`src/common/sto_pkg.sv`:
```
// Package: constants, states and carrier structs of the safe torque off interlock
package sto_pkg;

  // ----------------------------------------------------------------
  // Register map and layouts
  // ----------------------------------------------------------------
  localparam int unsigned ADDR_W = 4;
  localparam int unsigned DATA_W = 8;

  localparam logic [3:0] OFF_CTRL   = 4'h0;
  localparam logic [3:0] OFF_STATUS = 4'h1;
  localparam logic [3:0] OFF_IRQ_ST = 4'h2;
  localparam logic [3:0] OFF_IRQ_MK = 4'h3;

  // Control register bits
  localparam int unsigned CTRL_PROG_EN   = 0;
  localparam int unsigned CTRL_PROG_DIS  = 1;
  localparam int unsigned CTRL_FAULT_CLR = 2;

  // Status register bits
  localparam int unsigned ST_ENABLED = 0;
  localparam int unsigned ST_FAULT   = 1;
  localparam int unsigned ST_CH_ONE  = 2;
  localparam int unsigned ST_CH_TWO  = 3;
  localparam int unsigned ST_SAFE_ST = 4;
  localparam int unsigned ST_HW_EN   = 5;

  // Event bits
  localparam int unsigned EV_FAULT_REQ  = 0;
  localparam int unsigned EV_FAULT_DROP = 1;
  localparam int unsigned EV_ENABLED    = 2;
  localparam int unsigned EV_DISABLED   = 3;
  localparam int unsigned EV_W          = 4;

  localparam logic [EV_W-1:0] EV_RESET = 4'h0;
  localparam logic [EV_W-1:0] MK_RESET = 4'h0;
  localparam logic [DATA_W-1:0] DATA_ZERO = 8'h00;
  localparam logic [1:0] SYNC_RESET = 2'h0;

  typedef enum logic [1:0] {
    ST_DISABLED,
    ST_RUN,
    ST_FAULTED
  } drive_state_e;

  typedef struct packed {
    logic [ADDR_W-1:0] addr;
    logic [DATA_W-1:0] wdata;
    logic              wr;
    logic              rd;
  } bus_req_s;

  typedef struct packed {
    logic one;
    logic two;
  } safety_pair_s;

endpackage : sto_pkg

```
`src/verilog/sto_interlock.sv`:
```
// Safe torque off enable interlock: synchronisers, drive state, registers, interrupt
//
// Overview of operation
// RL1: Power output stays off unless both safety channels are asserted together.
// RL2: While enabled, losing either or both safety channels disables the drive.
// RL3: Both channels asserted only permits enabling; a separate enable request is needed.
// RL4: Enable requests come from the hardware enable input or a program command.
// RL5: Enable request without both channels raises the safe torque fault instead.
// RL6: Channel drop while enabled switches power output off, stopping torque.
// RL7: Safety-channel disable enters the safe torque fault state, naming the cause.
// RL8: After a safety disable no braking is applied; the motor coasts.
// RL9: Hardware enable function sits on general digital input A3 by default.
// RL10: Interlock is active from reset; nothing runs until both channels assert.
// RL11: Safety status is high while at least one safety channel is asserted.
// RL12: Both channels and hardware enable are synchronised independently before use.
module sto_interlock (
  input  wire logic                        mclk,
  input  wire logic                        rst_b,
  input  wire sto_pkg::safety_pair_s       safety_in,
  input  wire logic                        hw_enable_input,
  input  wire sto_pkg::bus_req_s           bus_req,
  output logic [sto_pkg::DATA_W-1:0]       rdata,
  output logic                             power_output_en,
  output logic                             brake_cmd,
  output logic                             safe_torque_fault,
  output logic                             safety_status,
  output logic                             irq
);

  // ----------------------------------------------------------------
  // Input synchronisers
  // ----------------------------------------------------------------
  logic [1:0] sync_one_r;
  logic [1:0] sync_two_r;
  logic [1:0] sync_hw_r;
  logic       safety_channel_one;
  logic       safety_channel_two;
  logic       hw_en;
  logic       hw_en_prev_r;

  // Each pin has its own chain so one stuck channel cannot mask the other
  always_ff @(posedge mclk) begin
    if (!rst_b) begin
      sync_one_r <= sto_pkg::SYNC_RESET;
      sync_two_r <= sto_pkg::SYNC_RESET;
      sync_hw_r  <= sto_pkg::SYNC_RESET;
    end else begin
      sync_one_r <= {sync_one_r[0], safety_in.one}; // RL12
      sync_two_r <= {sync_two_r[0], safety_in.two}; // RL12
      sync_hw_r  <= {sync_hw_r[0], hw_enable_input}; // RL9 RL12
    end
  end

  assign safety_channel_one = sync_one_r[1];
  assign safety_channel_two = sync_two_r[1];
  assign hw_en              = sync_hw_r[1];

  always_ff @(posedge mclk) begin
    if (!rst_b) begin
      hw_en_prev_r <= 1'b0;
    end else begin
      hw_en_prev_r <= hw_en;
    end
  end

  // ----------------------------------------------------------------
  // Register writes
  // ----------------------------------------------------------------
  // One decode for every write target keeps the offsets in one place
  function automatic logic wr_hit(
    input sto_pkg::bus_req_s          req,
    input logic [sto_pkg::ADDR_W-1:0] off
  );
    return req.wr && (req.addr == off);
  endfunction : wr_hit

  logic ctrl_wr;
  logic prog_en_cmd;
  logic prog_dis_cmd;
  logic fault_clr_cmd;
  logic hw_rise;
  logic enable_req;
  logic both_ok;

  assign ctrl_wr       = wr_hit(bus_req, sto_pkg::OFF_CTRL);
  assign prog_en_cmd   = ctrl_wr && bus_req.wdata[sto_pkg::CTRL_PROG_EN];
  assign prog_dis_cmd  = ctrl_wr && bus_req.wdata[sto_pkg::CTRL_PROG_DIS];
  assign fault_clr_cmd = ctrl_wr && bus_req.wdata[sto_pkg::CTRL_FAULT_CLR];
  // Edge, not level: a held switch must not re-enable after a fault clear
  assign hw_rise       = hw_en && !hw_en_prev_r;
  assign enable_req    = hw_rise || prog_en_cmd; // RL4
  assign both_ok       = safety_channel_one && safety_channel_two;

  // ----------------------------------------------------------------
  // Drive state
  // ----------------------------------------------------------------
  sto_pkg::drive_state_e state_r;
  sto_pkg::drive_state_e state_nxt;
  logic                  ev_fault_req;
  logic                  ev_fault_drop;

  always_comb begin
    state_nxt     = state_r;
    ev_fault_req  = 1'b0;
    ev_fault_drop = 1'b0;
    case (state_r)
      sto_pkg::ST_DISABLED: begin
        if (enable_req) begin
          if (both_ok) begin
            state_nxt = sto_pkg::ST_RUN; // RL3
          end else begin
            state_nxt    = sto_pkg::ST_FAULTED; // RL5
            ev_fault_req = 1'b1;
          end
        end
      end
      sto_pkg::ST_RUN: begin
        if (!both_ok) begin
          state_nxt     = sto_pkg::ST_FAULTED; // RL2 RL7
          ev_fault_drop = 1'b1;
        end else if (prog_dis_cmd || !hw_en) begin
          state_nxt = sto_pkg::ST_DISABLED;
        end
      end
      sto_pkg::ST_FAULTED: begin
        if (fault_clr_cmd) begin
          state_nxt = sto_pkg::ST_DISABLED;
        end
      end
      default: begin
        state_nxt = sto_pkg::ST_DISABLED;
      end
    endcase
  end

  // Reset lands in the disabled state, so the interlock guards from the start
  always_ff @(posedge mclk) begin
    if (!rst_b) begin
      state_r <= sto_pkg::ST_DISABLED; // RL10
    end else begin
      state_r <= state_nxt;
    end
  end

  // ----------------------------------------------------------------
  // Outputs
  // ----------------------------------------------------------------
  // Power gating also looks at the synchronised channels directly; the registered output
  // drops on the clock edge after the synchronised channel falls
  always_ff @(posedge mclk) begin
    if (!rst_b) begin
      power_output_en   <= 1'b0;
      safe_torque_fault <= 1'b0;
      safety_status     <= 1'b0;
    end else begin
      power_output_en   <= (state_nxt == sto_pkg::ST_RUN) && both_ok; // RL1 RL6
      safe_torque_fault <= (state_nxt == sto_pkg::ST_FAULTED); // RL7
      safety_status     <= safety_channel_one || safety_channel_two; // RL11
    end
  end

  // No controlled stop exists in this block: the motor simply coasts
  assign brake_cmd = 1'b0; // RL8

  // ----------------------------------------------------------------
  // Interrupt status and mask
  // ----------------------------------------------------------------
  logic [sto_pkg::EV_W-1:0] irq_st_r;
  logic [sto_pkg::EV_W-1:0] irq_mk_r;
  logic [sto_pkg::EV_W-1:0] ev_set;
  logic [sto_pkg::EV_W-1:0] ev_clr;

  always_comb begin
    ev_set = sto_pkg::EV_RESET;
    ev_set[sto_pkg::EV_FAULT_REQ]  = ev_fault_req;
    ev_set[sto_pkg::EV_FAULT_DROP] = ev_fault_drop;
    ev_set[sto_pkg::EV_ENABLED]    = (state_r != sto_pkg::ST_RUN)
                                     && (state_nxt == sto_pkg::ST_RUN);
    ev_set[sto_pkg::EV_DISABLED]   = (state_r == sto_pkg::ST_RUN)
                                     && (state_nxt != sto_pkg::ST_RUN);
  end

  assign ev_clr = wr_hit(bus_req, sto_pkg::OFF_IRQ_ST)
                  ? bus_req.wdata[sto_pkg::EV_W-1:0] : sto_pkg::EV_RESET;

  // Set wins over a simultaneous write-one-to-clear
  always_ff @(posedge mclk) begin
    if (!rst_b) begin
      irq_st_r <= sto_pkg::EV_RESET;
    end else begin
      irq_st_r <= (irq_st_r & ~ev_clr) | ev_set;
    end
  end

  always_ff @(posedge mclk) begin
    if (!rst_b) begin
      irq_mk_r <= sto_pkg::MK_RESET;
    end else if (wr_hit(bus_req, sto_pkg::OFF_IRQ_MK)) begin
      irq_mk_r <= bus_req.wdata[sto_pkg::EV_W-1:0];
    end
  end

  assign irq = |(irq_st_r & irq_mk_r);

  // ----------------------------------------------------------------
  // Read path
  // ----------------------------------------------------------------
  logic [sto_pkg::DATA_W-1:0] status_word;

  always_comb begin
    status_word = sto_pkg::DATA_ZERO;
    status_word[sto_pkg::ST_ENABLED] = power_output_en;
    status_word[sto_pkg::ST_FAULT]   = safe_torque_fault;
    status_word[sto_pkg::ST_CH_ONE]  = safety_channel_one;
    status_word[sto_pkg::ST_CH_TWO]  = safety_channel_two;
    status_word[sto_pkg::ST_SAFE_ST] = safety_status;
    status_word[sto_pkg::ST_HW_EN]   = hw_en;
  end

  // Control bits are self-clearing commands, so the control word reads zero
  always_ff @(posedge mclk) begin
    if (!rst_b) begin
      rdata <= sto_pkg::DATA_ZERO;
    end else if (bus_req.rd) begin
      case (bus_req.addr)
        sto_pkg::OFF_STATUS: rdata <= status_word;
        sto_pkg::OFF_IRQ_ST: rdata <= {{(sto_pkg::DATA_W - sto_pkg::EV_W){1'b0}}, irq_st_r};
        sto_pkg::OFF_IRQ_MK: rdata <= {{(sto_pkg::DATA_W - sto_pkg::EV_W){1'b0}}, irq_mk_r};
        default:             rdata <= sto_pkg::DATA_ZERO;
      endcase
    end else begin
      rdata <= sto_pkg::DATA_ZERO;
    end
  end

endmodule : sto_interlock

```
`config.mk`:
```
export PLATFORM = sky130hd
export DESIGN_NAME = sto_interlock
export DESIGN_NICKNAME = d
export VERILOG_FILES = /design/src/common/sto_pkg.sv /design/src/verilog/sto_interlock.sv
export SDC_FILE = /design/constraint.sdc
export NUM_CORES = 1
export LEC_CHECK = 0
export BUFFER_PORTS_ARGS = -buffer_cell sky130_fd_sc_hd__buf_4
export CAP_MARGIN = 20
export CORE_MARGIN = 2
export CORE_UTILIZATION = 52
export CTS_CLUSTER_DIAMETER = 200
export DETAILED_ROUTE_END_ITERATION = 8
export GPL_TIMING_DRIVEN = 0
export PLACE_DENSITY = 0.83
export SLEW_MARGIN = 40
export SYNTH_ARGS = -nofsm -noshare
export SYNTH_HDL_FRONTEND = slang
export SYNTH_SLANG_ARGS = --single-unit
```
`constraint.sdc`:
```
create_clock -name mclk -period 1.9 [get_ports mclk]
set_input_delay 0.19 -clock mclk [delete_from_list [all_inputs] [get_ports mclk]]
set_output_delay 0.19 -clock mclk [all_outputs]
set_load 0.01 [all_outputs]
```
==> reports/summary.txt, run 1 <==
CTS
--------------------------------------------------------------------------------
Gates resized, CTS repair .........................................            0
CTS Hold Buffers Added ............................................            0
Worst-skew pair later-pin latency .................................       320 ps
Clock tree from TritonCTS .........................................         done
H-tree levels .....................................................            1
CTS clock-pin slew for the worst setup and hold paths .............       150 ps
Clock tree root driver cell .......................................     clkbuf_4
Post-CTS Setup Inserts ............................................            0
Clk sinks .........................................................           26
Total clock buffers created by CTS ................................            3
Maximum buffer depth of the clock tree ............................            2

FINAL LAYOUT
--------------------------------------------------------------------------------
Number of diodes ..................................................            0
Area Overhead vs Synth ............................................        26.3%
Layout cells sized above 1 ........................................        28.1%
Highest-count cells in the layout ignoring fill and taps .......... buf_4, dfxtp_1, nor2_1
Leading cell type in the layout, fill and taps excluded ...........        buf_4
Storage element area ..............................................     520 um^2
Fill cell instance count of the final layout ......................          168
Net count reported at finish ......................................          159
Final cell area excluding filler cells ............................    1320 um^2
Area used by multi-input combinational logic ......................     472 um^2

DETAILED ROUTING
--------------------------------------------------------------------------------
Vias per cell .....................................................         5.25
Final WL ..........................................................      2180 um
Post-DRT Antenna Nets .............................................            0
First-pass DRT Iterations .........................................            4
Number of DRC markers after the initial detailed-route iteration ..           18
Vias ..............................................................          872
Wire length per cell after detailed routing .......................      13.1 um
Count of unresolved DRC violations after routing ..................            0

LOGIC SYNTHESIS
--------------------------------------------------------------------------------
Unique cell type count in the Yosys netlist .......................           28
Synthesis Warnings ................................................            0
Flip-flop and latch count after synthesis .........................           26
Share of the yosys chip area belonging to registers ...............        49.9%
Synthesized area divided by synthesized cell count ................    9.56 um^2
Cell area after technology mapping ................................    1040 um^2
Count of mapped cells out of synthesis ............................          109

FLOORPLAN
--------------------------------------------------------------------------------
Floorplan die height ..............................................      48.8 um
Effective utilization at floorplan ................................        54.2%
Die outline area ..................................................    2380 um^2
Die Wd ............................................................      48.8 um
Std-Cell Rows .....................................................           16
Boundary pin count ................................................           32
Core region area ..................................................    1920 um^2

GRT
--------------------------------------------------------------------------------
Number of global-route vias before repair .........................          853
Maximum number of pins on one net before global-route repair ......           16
Global router's overall resource usage ............................        19.7%
Congestion Overflow GR ............................................            0
Number of antenna violations at the first check in global routing .            0
Global-route wire length before repair ............................      3690 um

PLACED DESIGN
--------------------------------------------------------------------------------
Number of I/O port buffers ........................................           24
Area of placed instances ..........................................    1260 um^2
Gpl congestion ....................................................        0.890
Post-Place Setup Slack ............................................       501 ps
Dpl hpwl ..........................................................      1670 um

STA
--------------------------------------------------------------------------------
Setup repair after global routing missed its margin ...............        false
Final sum of negative setup slack .................................         0 ps
Final setup violation count .......................................            0
Number of hold-slack violations in the final timing report ........            0
Final Max Slew Viols ..............................................            0
Post-route fraction of the period consumed by the critical path ...        73.3%
Time the worst path needs with I/O delays and setup ...............      1390 ps
Worst Slack Setup Final ...........................................       507 ps
Final setup skew ..................................................      15.1 ps
Achievable clock frequency ........................................      718 MHz

RUN STATUS
--------------------------------------------------------------------------------
Outcome ........................................................... finished clean

POWER
--------------------------------------------------------------------------------
Leak ..............................................................     0.584 nW
Worst IR Drop VDD .................................................     0.544 mV
Power density relative to cell area ...............................  786 nW/um^2

SETUP PATH
--------------------------------------------------------------------------------
Setup Crit Path Kind .............................................. flip-flop to flip-flop
Critical path launch point type ...................................    flip-flop
Endpoint type of the worst setup path .............................    flip-flop
Max FO, Critical Path .............................................            6
Worst path required time ..........................................      2140 ps
Arrival time at the worst endpoint ................................      1630 ps

JOB
--------------------------------------------------------------------------------
Max cap viols .....................................................            0

MIN PATH
--------------------------------------------------------------------------------
Class of the tightest hold or removal check ....................... input pin to flip-flop

## flip-flops by register name (all words and copies together), names as in the netlist
name               cells
safety_status          1
rdata                  6
state_r                2
hw_en_prev_r           1
sync_one_r             2
power_output_en        1
irq_st_r               4
sync_hw_r              2
safe_torque_fault      1
irq_mk_r               4
sync_two_r             2
## cells by family after synthesis
family / after synthesis / synth area share, %
AO/OA/AOI/OAI: 22 / 16.2
buffers and inverters: 12 / 5.52
flip-flops: 26 / 49.9
multiplexers: 8 / 7.68
other: 1 / 0.360
AND/OR/NAND/NOR: 40 / 20.3
## layer usage
metal  share of wire (%)  vias up  track usage (%)
li1                    -      438                -
met1                  42      399             23.4
met2                  52       28             35.4
met3                 4.1        7             2.76
met4                 2.4        0             8.10
met5                   0        -                0
## cell usage after synthesis
cell,number,area [um^2]
dfxtp_1,26,521
nor2_1,18,67.6
mux2i_1,8,80.1
a21oi_1,7,35.0
inv_1,7,26.3
and2_1,6,37.5
nand3_1,6,30.0
buf_4,3,22.5
o21ai_0,3,15.0
a2111oi_2,2,30.0
a221oi_1,2,17.5
a22oi_1,2,15.0
nand2_1,2,7.51
nand2_2,2,12.5
nor4b_1,2,17.5
a21boi_1,1,7.51
a31oi_2,1,12.5
a41o_2,1,11.3
a41oi_1,1,8.76
and2b_1,1,7.51
buf_2,1,5.00
clkbuf_1,1,3.75
conb_1,1,3.75
nor2b_1,1,6.26
nor3b_4,1,18.8
nor4_1,1,6.26
o21a_1,1,7.51
o31a_1,1,8.76
## per-stage QoR
stage          utilization (%)  instances  hold WS, ps  power (mW)
6_report                  68.5        166         75.5        1.03
5_1_grt                   68.5        166         68.5        1.07
4_1_cts                   68.5        166         72.3        1.04
3_5_place_dp              65.8        162          402       0.670
3_3_place_gp              65.8        162          400       0.667
2_1_floorplan                -        111          312       0.626
## report_power, final
| part | internal (mW) | switching [mW] |
|---|---|---|
| Combinational | 0.0457 | 0.0457 |
| Sequential | 0.558 | 0.00980 |
| Clock | 0.213 | 0.162 |
| Total | 0.817 | 0.218 |
## worst max-delay path, cell delays in order, from the launching register on
cell     delay (ps)
dfxtp_1         400
nor4b_1         340
a41o_2          200
a31oi_2          70
o31a_1          290
## worst paths after layout
check	start	end	slack, ps	depth (start not counted)
max	state_r[1]	irq_st_r[3]	510	4
max reg2reg	state_r[1]	irq_st_r[3]	510	4
min	hw_enable_input	sync_hw_r[0]	80	2
min reg2reg	sync_one_r[0]	sync_one_r[1]	450	1
## cell type report
| type | count | area share, % |
|---|---|---|
| inverters | 7 | 2.00 |
| clock inverters | 1 | 2.28 |
| repair buffers | 24 | 13.7 |
| plain buffers | 5 | 2.38 |
| flip-flops and latches | 26 | 39.5 |
| clock buffers | 3 | 1.71 |
| well taps | 27 | 2.57 |
| multi-input cells | 73 | 35.8 |
Note: power is estimated with default switching activity, not from simulation.
==> run 2: changes to the inputs <==
- ABC_AREA: not set -> 1
- CORE_UTILIZATION: 52 -> 49
- PLACE_DENSITY: 0.83 -> 0.78
- clock period: 1.9 -> 1.3 ns (I/O delays scaled with it)
==> run 2 against run 1 <==
Largest power group unchanged. Synthesized cell count increased by 36%. Power is 47% higher. Register-to-register slack got worse by 360 ps. Highest routed layer unchanged.
==> reports/summary.txt, run 2 <==
CTS
--------------------------------------------------------------------------------
Gates resized, CTS repair .........................................            0
CTS clock-pin slew for the worst setup and hold paths .............       140 ps
Worst-skew pair later-pin latency .................................       320 ps
Maximum buffer depth of the clock tree ............................            2
Total clock buffers created by CTS ................................            3
Clk sinks .........................................................           26
H-tree levels .....................................................            1
Clock tree from TritonCTS .........................................         done
Post-CTS Setup Inserts ............................................            0
Clock tree root driver cell .......................................     clkbuf_4
CTS Hold Buffers Added ............................................            3

JOB
--------------------------------------------------------------------------------
Max cap viols .....................................................            0

DETAILED ROUTING
--------------------------------------------------------------------------------
Post-DRT Antenna Nets .............................................            0
Count of unresolved DRC violations after routing ..................            0
Wire length per cell after detailed routing .......................      11.3 um
First-pass DRT Iterations .........................................            4
Final WL ..........................................................      2350 um
Number of DRC markers after the initial detailed-route iteration ..           30
Vias ..............................................................        1,032
Vias per cell .....................................................         4.96

FINAL LAYOUT
--------------------------------------------------------------------------------
Area Overhead vs Synth ............................................        27.4%
Leading registers by flop count ................................... rdata x6, irq_mk_r x4, irq_st_r x4
Register with the most flip-flops .................................        rdata
Leading cell type in the layout, fill and taps excluded ...........      nand2_1
Fill cell instance count of the final layout ......................          188
Net count reported at finish ......................................          200
Layout cells sized above 1 ........................................        24.4%
Finished Layout Cells .............................................          208
Number of flip-flops under the largest register name ..............            6
Highest-count cells in the layout ignoring fill and taps .......... nand2_1, buf_4, dfxtp_1
Number of diodes ..................................................            0

LOGIC SYNTHESIS
--------------------------------------------------------------------------------
Cell area after technology mapping ................................    1090 um^2
Synthesis Warnings ................................................            0
Unique cell type count in the Yosys netlist .......................           18
Count of mapped cells out of synthesis ............................          148
Cell accounting for the most synthesized area .....................      dfxtp_1
Top cell types by occurrence after synthesis ...................... nand2_1, dfxtp_1, inv_1
Synthesized area divided by synthesized cell count ................    7.34 um^2
Main synth FF type ................................................      dfxtp_1
Post-synth EDFFs ..................................................            0
Cell types occupying the most area after synthesis ................ dfxtp_1, nand2_1, inv_1
Share of synthesized registers carrying an async set or reset .....           0%
Proportion of netlist area held by the largest area contributor ...        47.9%
Flip-flop and latch count after synthesis .........................           26
Most used standard cell by instance count after synthesis .........      nand2_1
Share of the yosys chip area belonging to registers ...............        47.9%

GRT
--------------------------------------------------------------------------------
Congestion Overflow GR ............................................            0
Maximum number of pins on one net before global-route repair ......           16
Global router's overall resource usage ............................        21.6%
Global-route wire length before repair ............................      4130 um
Number of global-route vias before repair .........................          965
Number of antenna violations at the first check in global routing .            0

POWER
--------------------------------------------------------------------------------
Worst IR Drop VDD .................................................     0.980 mV
Power density relative to cell area ............................... 1100 nW/um^2
Leak ..............................................................     0.677 nW

SETUP PATH
--------------------------------------------------------------------------------
Cell family with most CP delay .................................... simple AND/OR/NAND/NOR gates
Critical path launch point type ...................................    flip-flop
Critical Path Slowest Stage Cell ..................................      dfxtp_1
Worst-case register-to-register setup slack .......................       140 ps
Max FO, Critical Path .............................................            4
Setup Crit Path Kind .............................................. flip-flop to flip-flop
Buf+Inv Stages, Crit Path .........................................            1
Endpoint type of the worst setup path .............................    flip-flop
CP Cell Sequence .................................................. inv_1, or2_1, nand2_2, nand3_2, a21oi_1
Arrival time at the worst endpoint ................................      1420 ps
Delay of the slowest critical-path stage ..........................       420 ps
Worst path required time ..........................................      1560 ps

PLACED DESIGN
--------------------------------------------------------------------------------
Cells after DPL ...................................................          201
Dpl hpwl ..........................................................      1740 um
Number of I/O port buffers ........................................           23
Gpl congestion ....................................................        0.824

STA
--------------------------------------------------------------------------------
Setup repair after global routing missed its margin ...............        false
Final sum of negative setup slack .................................         0 ps
Number of hold-slack violations in the final timing report ........            0
Final setup skew ..................................................      2.11 ps
Final setup violation count .......................................            0
Time the worst path needs with I/O delays and setup ...............      1160 ps
Final Max Slew Viols ..............................................            0
Post-route fraction of the period consumed by the critical path ...        89.0%
Achievable clock frequency ........................................      864 MHz

FLOORPLAN
--------------------------------------------------------------------------------
Die Wd ............................................................      51.1 um
Core region area ..................................................    2150 um^2
Boundary pin count ................................................           32
Std-Cell Rows .....................................................           17
Effective utilization at floorplan ................................        50.6%
Die outline area ..................................................    2610 um^2
Floorplan die height ..............................................      51.1 um

MIN PATH
--------------------------------------------------------------------------------
Class of the tightest hold or removal check ....................... input pin to flip-flop

RUN STATUS
--------------------------------------------------------------------------------
Outcome ........................................................... finished clean

## run 2: worst register-to-register path, delay by kind of cell (launching register included)
family	cells	cell delay [ps]
simple gates	3	430
flops	1	420
compound gates	1	170
buf+inv	1	90
## run 2: cells by family (layout without fill, tap and decap cells)
family                 count (synthesis)  count (layout)  share of synthesized area [%]
AOI/OAI and AO/OA                     12              12                           5.65
buffers and inverters                 27              57                           10.7
DFF                                   26              26                           47.9
other                                  1               3                          0.345
and+or+nand+nor                       82              82                           35.4
## run 2: per-layer routing
metal | routed length, um | track usage (%) | vias to the layer above
met5 | 0 | 0 | -
met4 | 55 | 10.8 | 0
met3 | 152 | 4.09 | 7
met2 | 1180 | 39.0 | 49
met1 | 964 | 23.8 | 460
li1 | - | - | 516
## run 2: final cells by class
| type | instances | area (um^2) | area share [%] |
|---|---|---|---|
| well taps | 28 | 35.0 | 2.53 |
| plain buffers | 6 | 37.5 | 2.71 |
| inverters | 21 | 78.8 | 5.70 |
| flip-flops and latches | 26 | 520 | 37.6 |
| clock inverters | 1 | 30.0 | 2.17 |
| clock buffers | 3 | 22.5 | 1.63 |
| multi-input cells | 97 | 457 | 33.0 |
| repair buffers | 26 | 203 | 14.6 |
## run 2: final timing paths
path	from	endpoint	depth (start not counted)
worst max-delay path	sync_hw_r[1]	state_r[1]	5
worst max register to register	sync_hw_r[1]	state_r[1]	5
worst min-delay path	bus_req[0]	rdata[5]	3
worst min register to register	sync_hw_r[0]	sync_hw_r[1]	2
## run 2: where the power goes
group	switching, mW	leakage (nW)	internal [mW]
Sequential	0.0121	0.211	0.816
Combinational	0.0762	0.438	0.0636
Clock	0.240	0.0279	0.312
## run 2: through the flow
stage	cell area [um^2]	setup WS, ps	power (mW)	hold slack, ps	utilization, %
final	1380	143	1.52	67.8	64.4
after global routing	1380	51.4	1.58	64.8	64.4
after CTS	1380	146	1.53	63.9	64.4
after detailed placement	1300	180	0.975	320	60.6
after global placement	1300	239	0.968	312	60.6
after floorplan	1090	335	0.914	228	-
